`config.mk`:
```
export PLATFORM = sky130hd
export DESIGN_NAME = mmas_acq_sync
export DESIGN_NICKNAME = d
export VERILOG_FILES = /design/src/hw/mmas_acq_sync.v /design/src/hw/mmas_sync2.v
export VERILOG_INCLUDE_DIRS = /design/src /design/src/pkg
export SDC_FILE = /design/constraint.sdc
export NUM_CORES = 1
export LEC_CHECK = 0
export BUFFER_PORTS_ARGS = -buffer_cell sky130_fd_sc_hd__buf_2
export CAP_MARGIN = 40
export CORE_MARGIN = 4
export CORE_UTILIZATION = 30
export DETAILED_ROUTE_END_ITERATION = 8
export GPL_TIMING_DRIVEN = 0
export PLACE_DENSITY_LB_ADDON = 0.12
export SETUP_SLACK_MARGIN = 0.1
export SYNTH_ARGS = -nofsm -noshare
export SYNTH_HDL_FRONTEND = slang
export SYNTH_SLANG_ARGS = --single-unit
```
`constraint.sdc`:
```
create_clock -name clock -period 2 [get_ports clock]
set_clock_uncertainty 0.1 [all_clocks]
set_input_delay 0.4 -clock clock [delete_from_list [all_inputs] [get_ports clock]]
set_output_delay 0.4 -clock clock [all_outputs]
set_load 0.01 [all_outputs]
```
`src/pkg/mmas_defines.vh`:
```
`ifndef MMAS_DEFINES_VH
`define MMAS_DEFINES_VH

// Synchronization mode encodings.
`define MMAS_MODE_NONE      2'h0
`define MMAS_MODE_MASTER    2'h1
`define MMAS_MODE_SLAVE     2'h2

// Start trigger source encodings.
`define MMAS_TRIG_SOFT      2'h0
`define MMAS_TRIG_EXT       2'h1
`define MMAS_TRIG_THRESH    2'h2

// Reference trigger source encodings.
`define MMAS_REF_EXT        2'h0
`define MMAS_REF_THRESH     2'h1
`define MMAS_REF_LINK       2'h2

// Sample clock divider width and reset values.
`define MMAS_DIV_W          16
`define MMAS_DIV_RESET      16'h0009

// Acquisition state codes.
`define MMAS_ST_IDLE        2'h0
`define MMAS_ST_PRE         2'h1
`define MMAS_ST_POST        2'h2

`endif

```
`src/hw/mmas_acq_sync.v`:
```
`timescale 1ns/1ps
`include "mmas_defines.vh"
// Behaviour
// - Mode input selects master, slave or none; other codes act as none.
// - Master drives trigger and sample clock onto the link.
// - Slave takes trigger and clock from the link.
// - Slave ignores local start trigger, uses link trigger instead.
// - None is reset default, uses local clock, link untouched.
// - Mode is latched and held until reprogrammed or session ends.
// - Master fires from any source and forwards its trigger on the link.
// - Master and slave start within one conversion period.
// - Each module programs its own sample rate divider.
// - Slave with link reference trigger switches pre to post capture.
module mmas_acq_sync (
  input  wire        clock,
  input  wire        rst,
  input  wire [1:0]  modeIn,
  input  wire        modeLoad,
  input  wire        sessionEnd,
  input  wire [1:0]  startSrc,
  input  wire [1:0]  refSrc,
  input  wire [15:0] rateDiv,
  input  wire        rateLoad,
  input  wire        arm,
  input  wire        disarm,
  input  wire        softTrig,
  input  wire        extTrigPin,
  input  wire        threshTrig,
  input  wire        refExtTrig,
  input  wire        refThreshTrig,
  input  wire        linkTrigIn,
  input  wire        linkClkIn,
  output reg         linkTrigOut,
  output reg         linkTrigOe,
  output reg         linkClkOut,
  output reg         linkClkOe,
  output reg         sampleStrobe,
  output reg         acqRunning,
  output reg         postTrigger,
  output wire [1:0]  syncMode
);
  reg  [1:0]             mode;
  reg  [1:0]             state;
  reg  [`MMAS_DIV_W-1:0] divReload;
  reg  [`MMAS_DIV_W-1:0] divCount;
  reg                    localTick;
  reg                    trigHold;
  wire                   extRise;
  wire                   refExtRise;
  wire                   linkTrigRise;
  wire                   linkClkRise;
  wire                   isMaster;
  wire                   isSlave;
  wire                   startEvent;
  wire                   refEvent;
  wire                   paceTick;
  reg                    localStart;

  // Acquisition state codes, binary encoded.
  localparam [1:0] ST_IDLE = `MMAS_ST_IDLE;
  localparam [1:0] ST_PRE  = `MMAS_ST_PRE;
  localparam [1:0] ST_POST = `MMAS_ST_POST;

  // Every pin-level input passes two flops before logic reads it.
  mmas_sync2 uExt (
    .clock   (clock),
    .rst     (rst),
    .asyncIn (extTrigPin),
    .syncOut (),
    .riseOut (extRise)
  );
  mmas_sync2 uRefExt (
    .clock   (clock),
    .rst     (rst),
    .asyncIn (refExtTrig),
    .syncOut (),
    .riseOut (refExtRise)
  );
  mmas_sync2 uLinkTrig (
    .clock   (clock),
    .rst     (rst),
    .asyncIn (linkTrigIn),
    .syncOut (),
    .riseOut (linkTrigRise)
  );
  mmas_sync2 uLinkClk (
    .clock   (clock),
    .rst     (rst),
    .asyncIn (linkClkIn),
    .syncOut (),
    .riseOut (linkClkRise)
  );

  // Mode register: defaults to none, held until reloaded or the session ends.
  always @(posedge clock or posedge rst) begin
    if (rst) begin
      mode <= `MMAS_MODE_NONE;
    end else if (sessionEnd) begin
      mode <= `MMAS_MODE_NONE;
    end else if (modeLoad) begin
      if (modeIn == `MMAS_MODE_MASTER || modeIn == `MMAS_MODE_SLAVE) begin
        mode <= modeIn;
      end else begin
        mode <= `MMAS_MODE_NONE;
      end
    end
  end

  assign syncMode = mode;
  assign isMaster = (mode == `MMAS_MODE_MASTER);
  assign isSlave  = (mode == `MMAS_MODE_SLAVE);

  // Per-module rate divider reload value.
  always @(posedge clock or posedge rst) begin
    if (rst) begin
      divReload <= `MMAS_DIV_RESET;
    end else if (rateLoad) begin
      divReload <= rateDiv;
    end
  end

  // Local pacing counter; restarts on the start event so pacing aligns to it.
  always @(posedge clock or posedge rst) begin
    if (rst) begin
      divCount  <= {`MMAS_DIV_W{1'b0}};
      localTick <= 1'b0;
    end else if (startEvent || divCount == {`MMAS_DIV_W{1'b0}}) begin
      divCount  <= divReload;
      localTick <= ~startEvent;
    end else begin
      divCount  <= divCount - 1'b1;
      localTick <= 1'b0;
    end
  end

  // Local start trigger selection, used only outside slave mode.
  always @* begin
    case (startSrc)
      `MMAS_TRIG_SOFT:   localStart = softTrig;
      `MMAS_TRIG_EXT:    localStart = extRise;
      `MMAS_TRIG_THRESH: localStart = threshTrig;
      default:           localStart = softTrig;
    endcase
  end

  // Slave starts on the link trigger only; others use the local source.
  assign startEvent = (state == ST_IDLE) &&
                      (isSlave ? linkTrigRise : localStart);

  // Reference trigger; link reference is honoured only in slave mode.
  assign refEvent = (state == ST_PRE) &&
                    ((refSrc == `MMAS_REF_EXT && refExtRise) ||
                     (refSrc == `MMAS_REF_THRESH && refThreshTrig) ||
                     (refSrc == `MMAS_REF_LINK && isSlave && linkTrigRise));

  // Slave paces from link clock edges, others from the local divider.
  assign paceTick = isSlave ? linkClkRise : localTick;

  // Acquisition state: idle until armed start, pre-trigger, then post-trigger.
  always @(posedge clock or posedge rst) begin
    if (rst) begin
      state <= ST_IDLE;
    end else if (disarm || modeLoad) begin
      // A mode load aborts the run so no start carries over into the new mode.
      state <= ST_IDLE;
    end else begin
      case (state)
        ST_IDLE: begin
          if (arm && startEvent) begin
            state <= ST_PRE;
          end
        end
        ST_PRE: begin
          if (refEvent) begin
            state <= ST_POST;
          end
        end
        default: state <= state;
      endcase
    end
  end

  // Master holds the forwarded trigger high for one local sample period.
  always @(posedge clock or posedge rst) begin
    if (rst) begin
      trigHold <= 1'b0;
    end else if (isMaster && startEvent && arm) begin
      trigHold <= 1'b1;
    end else if (localTick || !isMaster) begin
      trigHold <= 1'b0;
    end
  end

  // Registered outputs toward the link and the converters.
  always @(posedge clock or posedge rst) begin
    if (rst) begin
      linkTrigOut  <= 1'b0;
      linkTrigOe   <= 1'b0;
      linkClkOut   <= 1'b0;
      linkClkOe    <= 1'b0;
      sampleStrobe <= 1'b0;
      acqRunning   <= 1'b0;
      postTrigger  <= 1'b0;
    end else begin
      linkTrigOe   <= isMaster;
      linkClkOe    <= isMaster;
      linkTrigOut  <= isMaster & (trigHold | (startEvent & arm));
      // The forwarded clock rises on each local tick and falls at half the reload count.
      if (!isMaster) begin
        linkClkOut <= 1'b0;
      end else if (localTick) begin
        linkClkOut <= 1'b1;
      end else if (divCount == {1'b0, divReload[`MMAS_DIV_W-1:1]}) begin
        linkClkOut <= 1'b0;
      end
      sampleStrobe <= paceTick && (state != ST_IDLE);
      acqRunning   <= (state != ST_IDLE);
      postTrigger  <= (state == ST_POST);
    end
  end
endmodule // mmas_acq_sync

```
`src/hw/mmas_sync2.v`:
```
`timescale 1ns/1ps
// Two-stage synchronizer with rising-edge detector on the second stage output.
module mmas_sync2 (
  input  wire clock,
  input  wire rst,
  input  wire asyncIn,
  output wire syncOut,
  output wire riseOut
);
  reg stage1;
  reg stage2;
  reg stage3;

  // Only stage2 reads stage1; edge logic looks at stage2 and stage3.
  always @(posedge clock or posedge rst) begin
    if (rst) begin
      stage1 <= 1'b0;
      stage2 <= 1'b0;
      stage3 <= 1'b0;
    end else begin
      stage1 <= asyncIn;
      stage2 <= stage1;
      stage3 <= stage2;
    end
  end

  assign syncOut = stage2;
  assign riseOut = stage2 & ~stage3;
endmodule // mmas_sync2

```
==> results of run 1 <==
worst max path at each step:
stage | from | end | cells after the start
after floorplan | divCount[12] | divCount[10] | 7
after global placement | rst | divCount[11] | 2
after detailed placement | divCount[5] | divCount[7] | 8
after CTS | divCount[12] | divCount[10] | 7
after global routing | divCount[12] | divCount[9] | 7
final | divCount[12] | divCount[9] | 7
flip-flops by register name, indices dropped and copies added, names as in the netlist, 2 cells and up:
| register | count |
|---|---|
| divCount | 16 |
| divReload | 16 |
| state | 2 |
| syncMode | 2 |
kinds of logic (layout without fill, tap and decap cells):
| group | Yosys count | after routing | synth area share |
|---|---|---|---|
| AO/OA/AOI/OAI | 14 | 14 | 0.0345 |
| AND/OR/NAND/NOR | 54 | 54 | 0.124 |
| adder cells (fa/ha/maj) | 4 | 4 | 0.0194 |
| XOR/XNOR | 28 | 28 | 0.0951 |
| multiplexers | 31 | 31 | 0.146 |
| buffers and inverters | 17 | 83 | 0.0369 |
| flip-flops | 56 | 56 | 0.544 |
Yosys cell counts (4+ instances only):
cell	n
ha_1	4
nor3_1	5
nand3b_1	5
mux2_4	8
a21oi_1	6
nand2b_1	5
xnor2_1	5
xor2_1	23
nand2_1	10
mux2_2	20
nor2_1	11
nor4_1	6
inv_1	10
dfrtp_1	54
report_power, final:
part	internal (mW)	switching, mW	leakage, nW	total, mW
combinational	0.528	0.378	0.804	0.905
sequential	1.31	0.202	0.679	1.51
clock	0.410	0.373	0.0614	0.783
total	2.25	0.952	1.54	3.20
worst max-delay path, stage by stage (launching register included):
cell       delay [ns]
dfrtp_1          0.40
or4_4            0.56
nor4b_4          0.26
nand4b_1         0.17
nand2b_1         0.13
buf_6            0.14
clkbuf_16        0.15
mux2_4           0.29
through the flow:
stage / power (mW) / std cells / utilization / setup slack (ns)
detailed placement: 2.30 / 353 / 0.356 / -0.548
finish: 3.20 / 375 / 0.394 / -0.301
global route: 3.40 / 375 / 0.394 / -0.378
floorplan: 2.09 / 204 / - / -0.189
global placement: 2.29 / 352 / 0.353 / -0.698
CTS: 3.21 / 371 / 0.386 / -0.302
metal layers:
| metal | global-route usage | wire length [um] | share of wire |
|---|---|---|---|
| met1 | 0.144 | 2430 | 0.46 |
| met2 | 0.177 | 2490 | 0.47 |
| met3 | 0.0256 | 284 | 0.054 |
| met4 | 0.0342 | 62 | 0.012 |
| met5 | 0 | 0 | 0 |
layout make-up:
type / instances / area, um2 / share of cell area
inverters: 10 / 37.5 / 0.0115
plain buffers: 7 / 57.6 / 0.0176
clock inverters: 2 / 38.8 / 0.0119
multi-input cells: 131 / 1130 / 0.345
repair buffers: 58 / 389 / 0.119
flip-flops and latches: 56 / 1400 / 0.429
clock buffers: 6 / 82.6 / 0.0252
well taps: 105 / 131 / 0.0402
what timing repair did:
action,in CTS,in global routing
gates resized for setup,9,7
setup buffers,11,3
gates cloned,0,1
endpoints found under the setup margin,17,18
pin swaps,3,2
cells in the final DEF, fill, tap and decap left out, drive strengths merged, types with 5 or more instances in the layout:
cell / Yosys / routed
buf: 5 / 62
dfrtp: 54 / 54
mux2: 28 / 28
xor2: 23 / 23
nor2: 11 / 11
nand2: 10 / 10
inv: 10 / 10
clkbuf: 2 / 9
nor4: 7 / 7
a21oi: 7 / 7
nand2b: 5 / 5
nand3b: 5 / 5
nor3: 5 / 5
xnor2: 5 / 5
==> results.cfg, run 1 <==
[outcome]
status = finished with violations
violations = setup timing

[global_routing]
overflow = 0
antenna_found_initial = 0
grt_usage = 0.109
grt_pass1_wl_mm = 8.63
first_global_vias = 1755
grt_max_degree = 31

[setup_path]
rr_startpoint = divCount[12]
rrSetupSlack_ns = -0.30
worst-path-max-fanout = 4
worstSetupPathType = reg2reg
reg2regPathDepth = 7
cp-start-kind = register
timing.rr.end = divCount[9]
critPathArrivalTime_ns = 2.40
required_ns = 2.10
endpoint_kind = register

[timing]
setup_viol = 17
fin_crit_ns = 2.30
slew-limit-headroom = 0.564
worst_slew_pin_slew_ns = 0.653
tns_ns = -4.63
holdWs_ns = 0.0608
fin_ws_ns = -0.301
rsz0062_at_grt = yes
maxSlewViolCount = 0
finalHoldViolCount = 0
final.period_utilization = 1.15
max_freq_mhz = 435

[cts]
cts_buffer_depth = 2
cts_buffers = 5
clock-root-buffer = clkbuf_8
hold_buffers = 0
clkSinkCount = 56
cts_tree = yes
worstSkewPairLatency_ns = 0.31
cts-htree-levels = 2
path_clk_slew_ns = 0.11

[floorplanning]
rows = 33
die_w_um = 101
coreArea_um2 = 8300
die_area_um2 = 10100
fp.dieH_um = 101
start_util = 0.311
boundaryPins = 45

[synthesis]
syn_inst = 204
yosys_register_bits = 56
ys_async_sr_fraction = 1.00
synth_cell_types = 36
syn_area_um2 = 2580
synth_ff_type = dfrtp_1
synth_top_area_frac = 0.524
synth_top_area_cell = dfrtp_1
synth_fp_nets = 244
syn_area_per_cell_um2 = 12.6
ys_seq_area_frac = 0.544
synthTopCellsByArea = dfrtp_1 (52%), mux2_2 (8.7%), xor2_1 (7.8%)
yosysWarnings = 0
synth_edf_count = 0

[layout]
final_nets = 309
fin_area_um2 = 3270
fillers = 817
area_delta_synth_final_pct = 26.8
drive_gt1_frac = 0.404
diodes = 0

[route]
routed_wl_mm = 5.26
avgViaCountPerCell = 4.52
vias = 1694
postRouteAntennaNets = 0
drc = 0
drt_iter0_drc = 51
dr.pass1.iters = 4
wl_per_cell_um = 14.0

[placed_design]
routabilityCongestion = 0.779
place_hpwl_mm = 3.78
postPlaceCellArea_um2 = 2950
port_buffers = 43

[job]
max_cap_violations = 0

[hold_path]
worstHoldPathType = in2async

[pwr]
p_leak_nw = 1.54
vdd_ir_drop_max_mv = 0.421
powerDensity_nw_per_um2 = 978
(Power assumes the default switching activity.)
==> inputs of run 2 (changes only) <==
--- a/config.mk
+++ b/config.mk
@@ -12,7 +12,7 @@
 export CORE_UTILIZATION = 30
 export DETAILED_ROUTE_END_ITERATION = 8
 export GPL_TIMING_DRIVEN = 0
-export PLACE_DENSITY_LB_ADDON = 0.12
+export PLACE_DENSITY = 0.48
 export SETUP_SLACK_MARGIN = 0.1
 export SYNTH_ARGS = -nofsm -noshare
 export SYNTH_HDL_FRONTEND = slang
==> run 2 against run 1 <==
  * The flow still finishes with violations (setup timing)
  * Power decreased by 4.2%
  * Sequential share of layout area increased by 0.38 points
  * Register-to-register slack improved by 0.03 ns
  * Via count shrank 0.53%
  * Critical path type unchanged
==> results.cfg, run 2 (synthesized netlist as in run 1, its figures left out) <==
[outcome]
status = finished with violations
violations = setup timing

[placed_design]
port_buffers = 43
dp_slack_ns = -0.504
dp_cells = 353
place_hpwl_mm = 3.69
routabilityCongestion = 0.726

[floorplanning]
coreArea_um2 = 8300
fp.dieH_um = 101
rows = 33
die_w_um = 101
boundaryPins = 45
die_area_um2 = 10100
start_util = 0.311

[layout]
drive_gt1_frac = 0.408
mostFrequentLayoutCell = dfrtp_1
postLayoutCoreUtil = 0.391
final_nets = 311
regArea_um2 = 1400
multi_input_area_um2 = 1130
mostFrequentLayoutCells = dfrtp_1 (54), buf_2 (43), xor2_1 (23)
fillers = 831
fin_cells = 377
diodes = 0
area_delta_synth_final_pct = 25.7
reg_top3 = divCount: 16 flops, divReload: 16 flops

[cts]
cts_buffer_depth = 2
clkSinkCount = 56
clock-root-buffer = clkbuf_8
path_clk_slew_ns = 0.11
cts_tree = yes
cts-htree-levels = 2
cts_buffers = 5
worstSkewPairLatency_ns = 0.31

[route]
avgViaCountPerCell = 4.47
dr.pass1.iters = 4
drc = 0
wl_per_cell_um = 13.9
postRouteAntennaNets = 0
routed_wl_mm = 5.23
drt_iter0_drc = 40
vias = 1685

[timing]
fin_ws_ns = -0.268
rsz0062_at_grt = yes
worst_slew_pin_slew_ns = 0.776
finalHoldViolCount = 0
tns_ns = -3.90
fin_crit_ns = 2.27
slew-limit-headroom = 0.482
maxSlewViolCount = 0
setup_viol = 16
final.period_utilization = 1.13
holdWs_ns = 0.0873
max_freq_mhz = 441

[pwr]
p_leak_nw = 1.54
vdd_ir_drop_max_mv = 0.425
powerDensity_nw_per_um2 = 945

[setup_path]
worst-path-max-fanout = 5
worstSetupEndpoint = divCount[14]
required_ns = 2.10
rr_startpoint = divCount[11]
crit_chain = or4_4 > nor4b_4 > nand4b_1 > nand2b_1 > buf_6 > clkbuf_16 > mux2_4
crit_start = divCount[11]
cpMaxStageDelayCell = or4_4
critPathArrivalTime_ns = 2.37
cp_num_cells = 7
endpoint_kind = register
critPathBufInv = 2
cp-start-kind = register
cpPeakStageDelay_ns = 0.54
worstSetupPathType = reg2reg
cp_top_family = simple AND/OR/NAND/NOR gates
rrSetupSlack_ns = -0.27
timing.rr.end = divCount[14]
reg2regPathDepth = 7

[hold_path]
worstHoldPathType = in2reg
hp-start = extTrigPin

[global_routing]
antenna_found_initial = 0
first_global_vias = 1763
grt_usage = 0.107
grt_pass1_wl_mm = 8.51
grt_max_degree = 36
overflow = 0

[job]
max_cap_violations = 0
-- run 2: routing by layer --
layer | up-vias | GRT usage | share of wire
li1 | 828 | - | -
met5 | - | 0 | 0
met1 | 810 | 0.134 | 0.44
met4 | 0 | 0.0311 | 0.0084
met2 | 42 | 0.183 | 0.49
met3 | 5 | 0.0256 | 0.059
-- run 2: per-stage QoR --
stage | cell area, um2 | power [mW]
CTS | 3220 | 3.09
finish | 3240 | 3.06
detailed placement | 2960 | 2.30
global route | 3240 | 3.26
floorplan | 2590 | 2.09
global placement | 2930 | 2.29
-- run 2: report_power, final --
part / switching, mW / total, mW / internal (mW)
Combinational: 0.383 / 0.919 / 0.536
Clock: 0.381 / 0.634 / 0.252
Sequential: 0.202 / 1.51 / 1.31
-- run 2: cell type report --
type,count,area share
inverter,10,0.0116
multi-input combinational,131,0.348
buffer,7,0.0178
clock inverter,3,0.00695
clock buffer,5,0.0212
tap,105,0.0405
timing repair buffer,60,0.121
sequential,56,0.433
-- run 2: how the worst min path moves through the flow --
stage | depth (start not counted) | slack [ns] | end
floorplan | 0 | 0.23 | uExt.syncOut
global placement | 0 | 0.23 | uExt.syncOut
detailed placement | 0 | 0.24 | uLinkClk.syncOut
CTS | 1 | 0.08 | uLinkClk.stage1
global route | 1 | 0.07 | uExt.stage1
finish | 1 | 0.09 | uExt.stage1
-- run 2: what timing repair did --
item | CTS | global route
hold buffers | 0 | 0
resized for setup | 12 | 3
buffers inserted | 15 | 5
endpoints found under the hold margin | 0 | 0
pin swaps | 3 | 2
gates cloned | 0 | 1
setup endpoints to repair | 17 | 18
==> inputs of run 3 (changes only) <==
--- a/config.mk
+++ b/config.mk
@@ -14,6 +14,7 @@
 export GPL_TIMING_DRIVEN = 0
 export PLACE_DENSITY = 0.48
 export SETUP_SLACK_MARGIN = 0.1
+export SKIP_LAST_GASP = 1
 export SYNTH_ARGS = -nofsm -noshare
 export SYNTH_HDL_FRONTEND = slang
 export SYNTH_SLANG_ARGS = --single-unit
==> run 3 against run 2 <==
  * The run still ends with setup timing left
  * First-iteration DRC count is 2.5% lower
  * Global-route usage hardly changed
  * Hold slack hardly changed
  * Power hardly changed
  * Cell count stayed put
  * Utilization stayed put
  * Design area stayed put
  * Clock power hardly changed
  * Die area stayed put
  * Critical path type unchanged
  * Largest power group unchanged
  * Highest routed layer unchanged
==> results.cfg, run 3 (synthesized netlist as in run 1, its figures left out) <==
[global_routing]
grt_pass1_wl_mm = 8.49
global_route.usage.met3 = 0.0256
grt_max_degree = 36
antenna_found_initial = 0
grt_usage = 0.107
busiest_layer = met2
first_global_vias = 1778
grtUsageMet2 = 0.185
use_met1 = 0.131
overflow = 0

[setup_path]
required_ns = 2.10
crit_chain = or4_4 > nor4b_4 > nand4b_1 > nand2b_1 > buf_6 > clkbuf_16 > mux2_4
worst-path-max-fanout = 5
cpPeakStageDelay_ns = 0.54
worstSetupPathType = reg2reg
cpMaxStageDelayCell = or4_4
critPathArrivalTime_ns = 2.37
endpoint_kind = register
cp-start-kind = register

[layout]
mostFrequentLayoutCells = dfrtp_1 (54), buf_2 (43), xor2_1 (23)
final_nets = 311
diodes = 0
fillers = 831
reg_top3 = divCount: 16 flops, divReload: 16 flops
area_delta_synth_final_pct = 25.7
drive_gt1_frac = 0.408
mostFrequentLayoutCell = dfrtp_1
postLayoutCoreUtil = 0.391
fin_cells = 377
fin_area_um2 = 3240

[timing]
holdWs_ns = 0.0869
setup_viol = 16
worst_slew_pin_slew_ns = 0.776
finalHoldViolCount = 0
tns_ns = -3.90
rsz0062_at_grt = yes
maxSlewViolCount = 0
max_freq_mhz = 441
slew-limit-headroom = 0.482
final.period_utilization = 1.13
fin_crit_ns = 2.27
fin_ws_ns = -0.268

[floorplanning]
fp.dieH_um = 101
die_area_um2 = 10100
boundaryPins = 45
die_w_um = 101
coreArea_um2 = 8300
rows = 33
start_util = 0.311

[job]
max_cap_violations = 0

[route]
dr.pass1.iters = 4
avgViaCountPerCell = 4.47
postRouteAntennaNets = 0
routed_wl_mm = 5.22
vias = 1686
wl_per_cell_um = 13.8
drc = 0
drt_iter0_drc = 39

[hold_path]
worstHoldPathType = in2reg

[cts]
cts-htree-levels = 2
clock-root-buffer = clkbuf_8
path_clk_slew_ns = 0.11
cts_buffer_depth = 2
worstSkewPairLatency_ns = 0.31
clkSinkCount = 56
cts_tree = yes
cts_buffers = 5

[pwr]
vdd_ir_drop_max_mv = 0.425
p_leak_nw = 1.54
power_mw = 3.06
powerDensity_nw_per_um2 = 945

[placed_design]
dp_slack_ns = -0.504
place_hpwl_mm = 3.69
routabilityCongestion = 0.726
port_buffers = 43
postPlaceCellArea_um2 = 2960
dp_cells = 353

[outcome]
status = finished with violations
violations = setup timing
[run 3: layout make-up]
cell class,count,area (um2),share of cell area
flip-flops and latches,56,1400,0.433
multi-input cells,131,1130,0.348
repair buffers,60,393,0.121
well taps,105,131,0.0405
clock buffers,5,68.8,0.0212
plain buffers,7,57.6,0.0178
inverters,10,37.5,0.0116
clock inverters,3,22.5,0.00695
[run 3: critical path, delay by kind of cell, from the launching register on]
| kind | cells | cell delay [ns] |
|---|---|---|
| simple gates | 4 | 1.08 |
| mux | 1 | 0.29 |
| flops | 1 | 0.41 |
| buf+inv | 2 | 0.29 |
[run 3: repair_timing]
item,in CTS,in global routing
setup buffers,15,5
gates cloned,0,1
resized for setup,8,3
setup endpoints to repair,17,18
pin swaps,3,2
hold buffers,0,0
[run 3: metal layers]
| layer | vias up | routed length [um] |
|---|---|---|
| met5 | - | 0 |
| met4 | 0 | 44 |
| met3 | 5 | 308 |
| met2 | 42 | 2580 |
| met1 | 811 | 2290 |
| li1 | 828 | - |
[run 3: final timing paths]
| path | cells after the start | from | to | slack (ns) |
|---|---|---|---|---|
| worst max-delay path | 7 | divCount[11] | divCount[14] | -0.27 |
| worst min-delay path | 1 | extTrigPin | uExt.stage1 | 0.09 |
| worst max register to register | 7 | divCount[11] | divCount[14] | -0.27 |
| worst min register to register | 0 | uLinkClk.stage1 | uLinkClk.syncOut | 0.26 |
| max in group asynchronous | 3 | rst | divCount[10] | 1.11 |
| min in group asynchronous | 2 | rst | uExt.stage1 | 0.12 |
[run 3: power by group]
| part | internal, mW | switching (mW) |
|---|---|---|
| logic | 0.536 | 0.382 |
| registers | 1.31 | 0.202 |
| clock network | 0.252 | 0.382 |
| total | 2.10 | 0.965 |
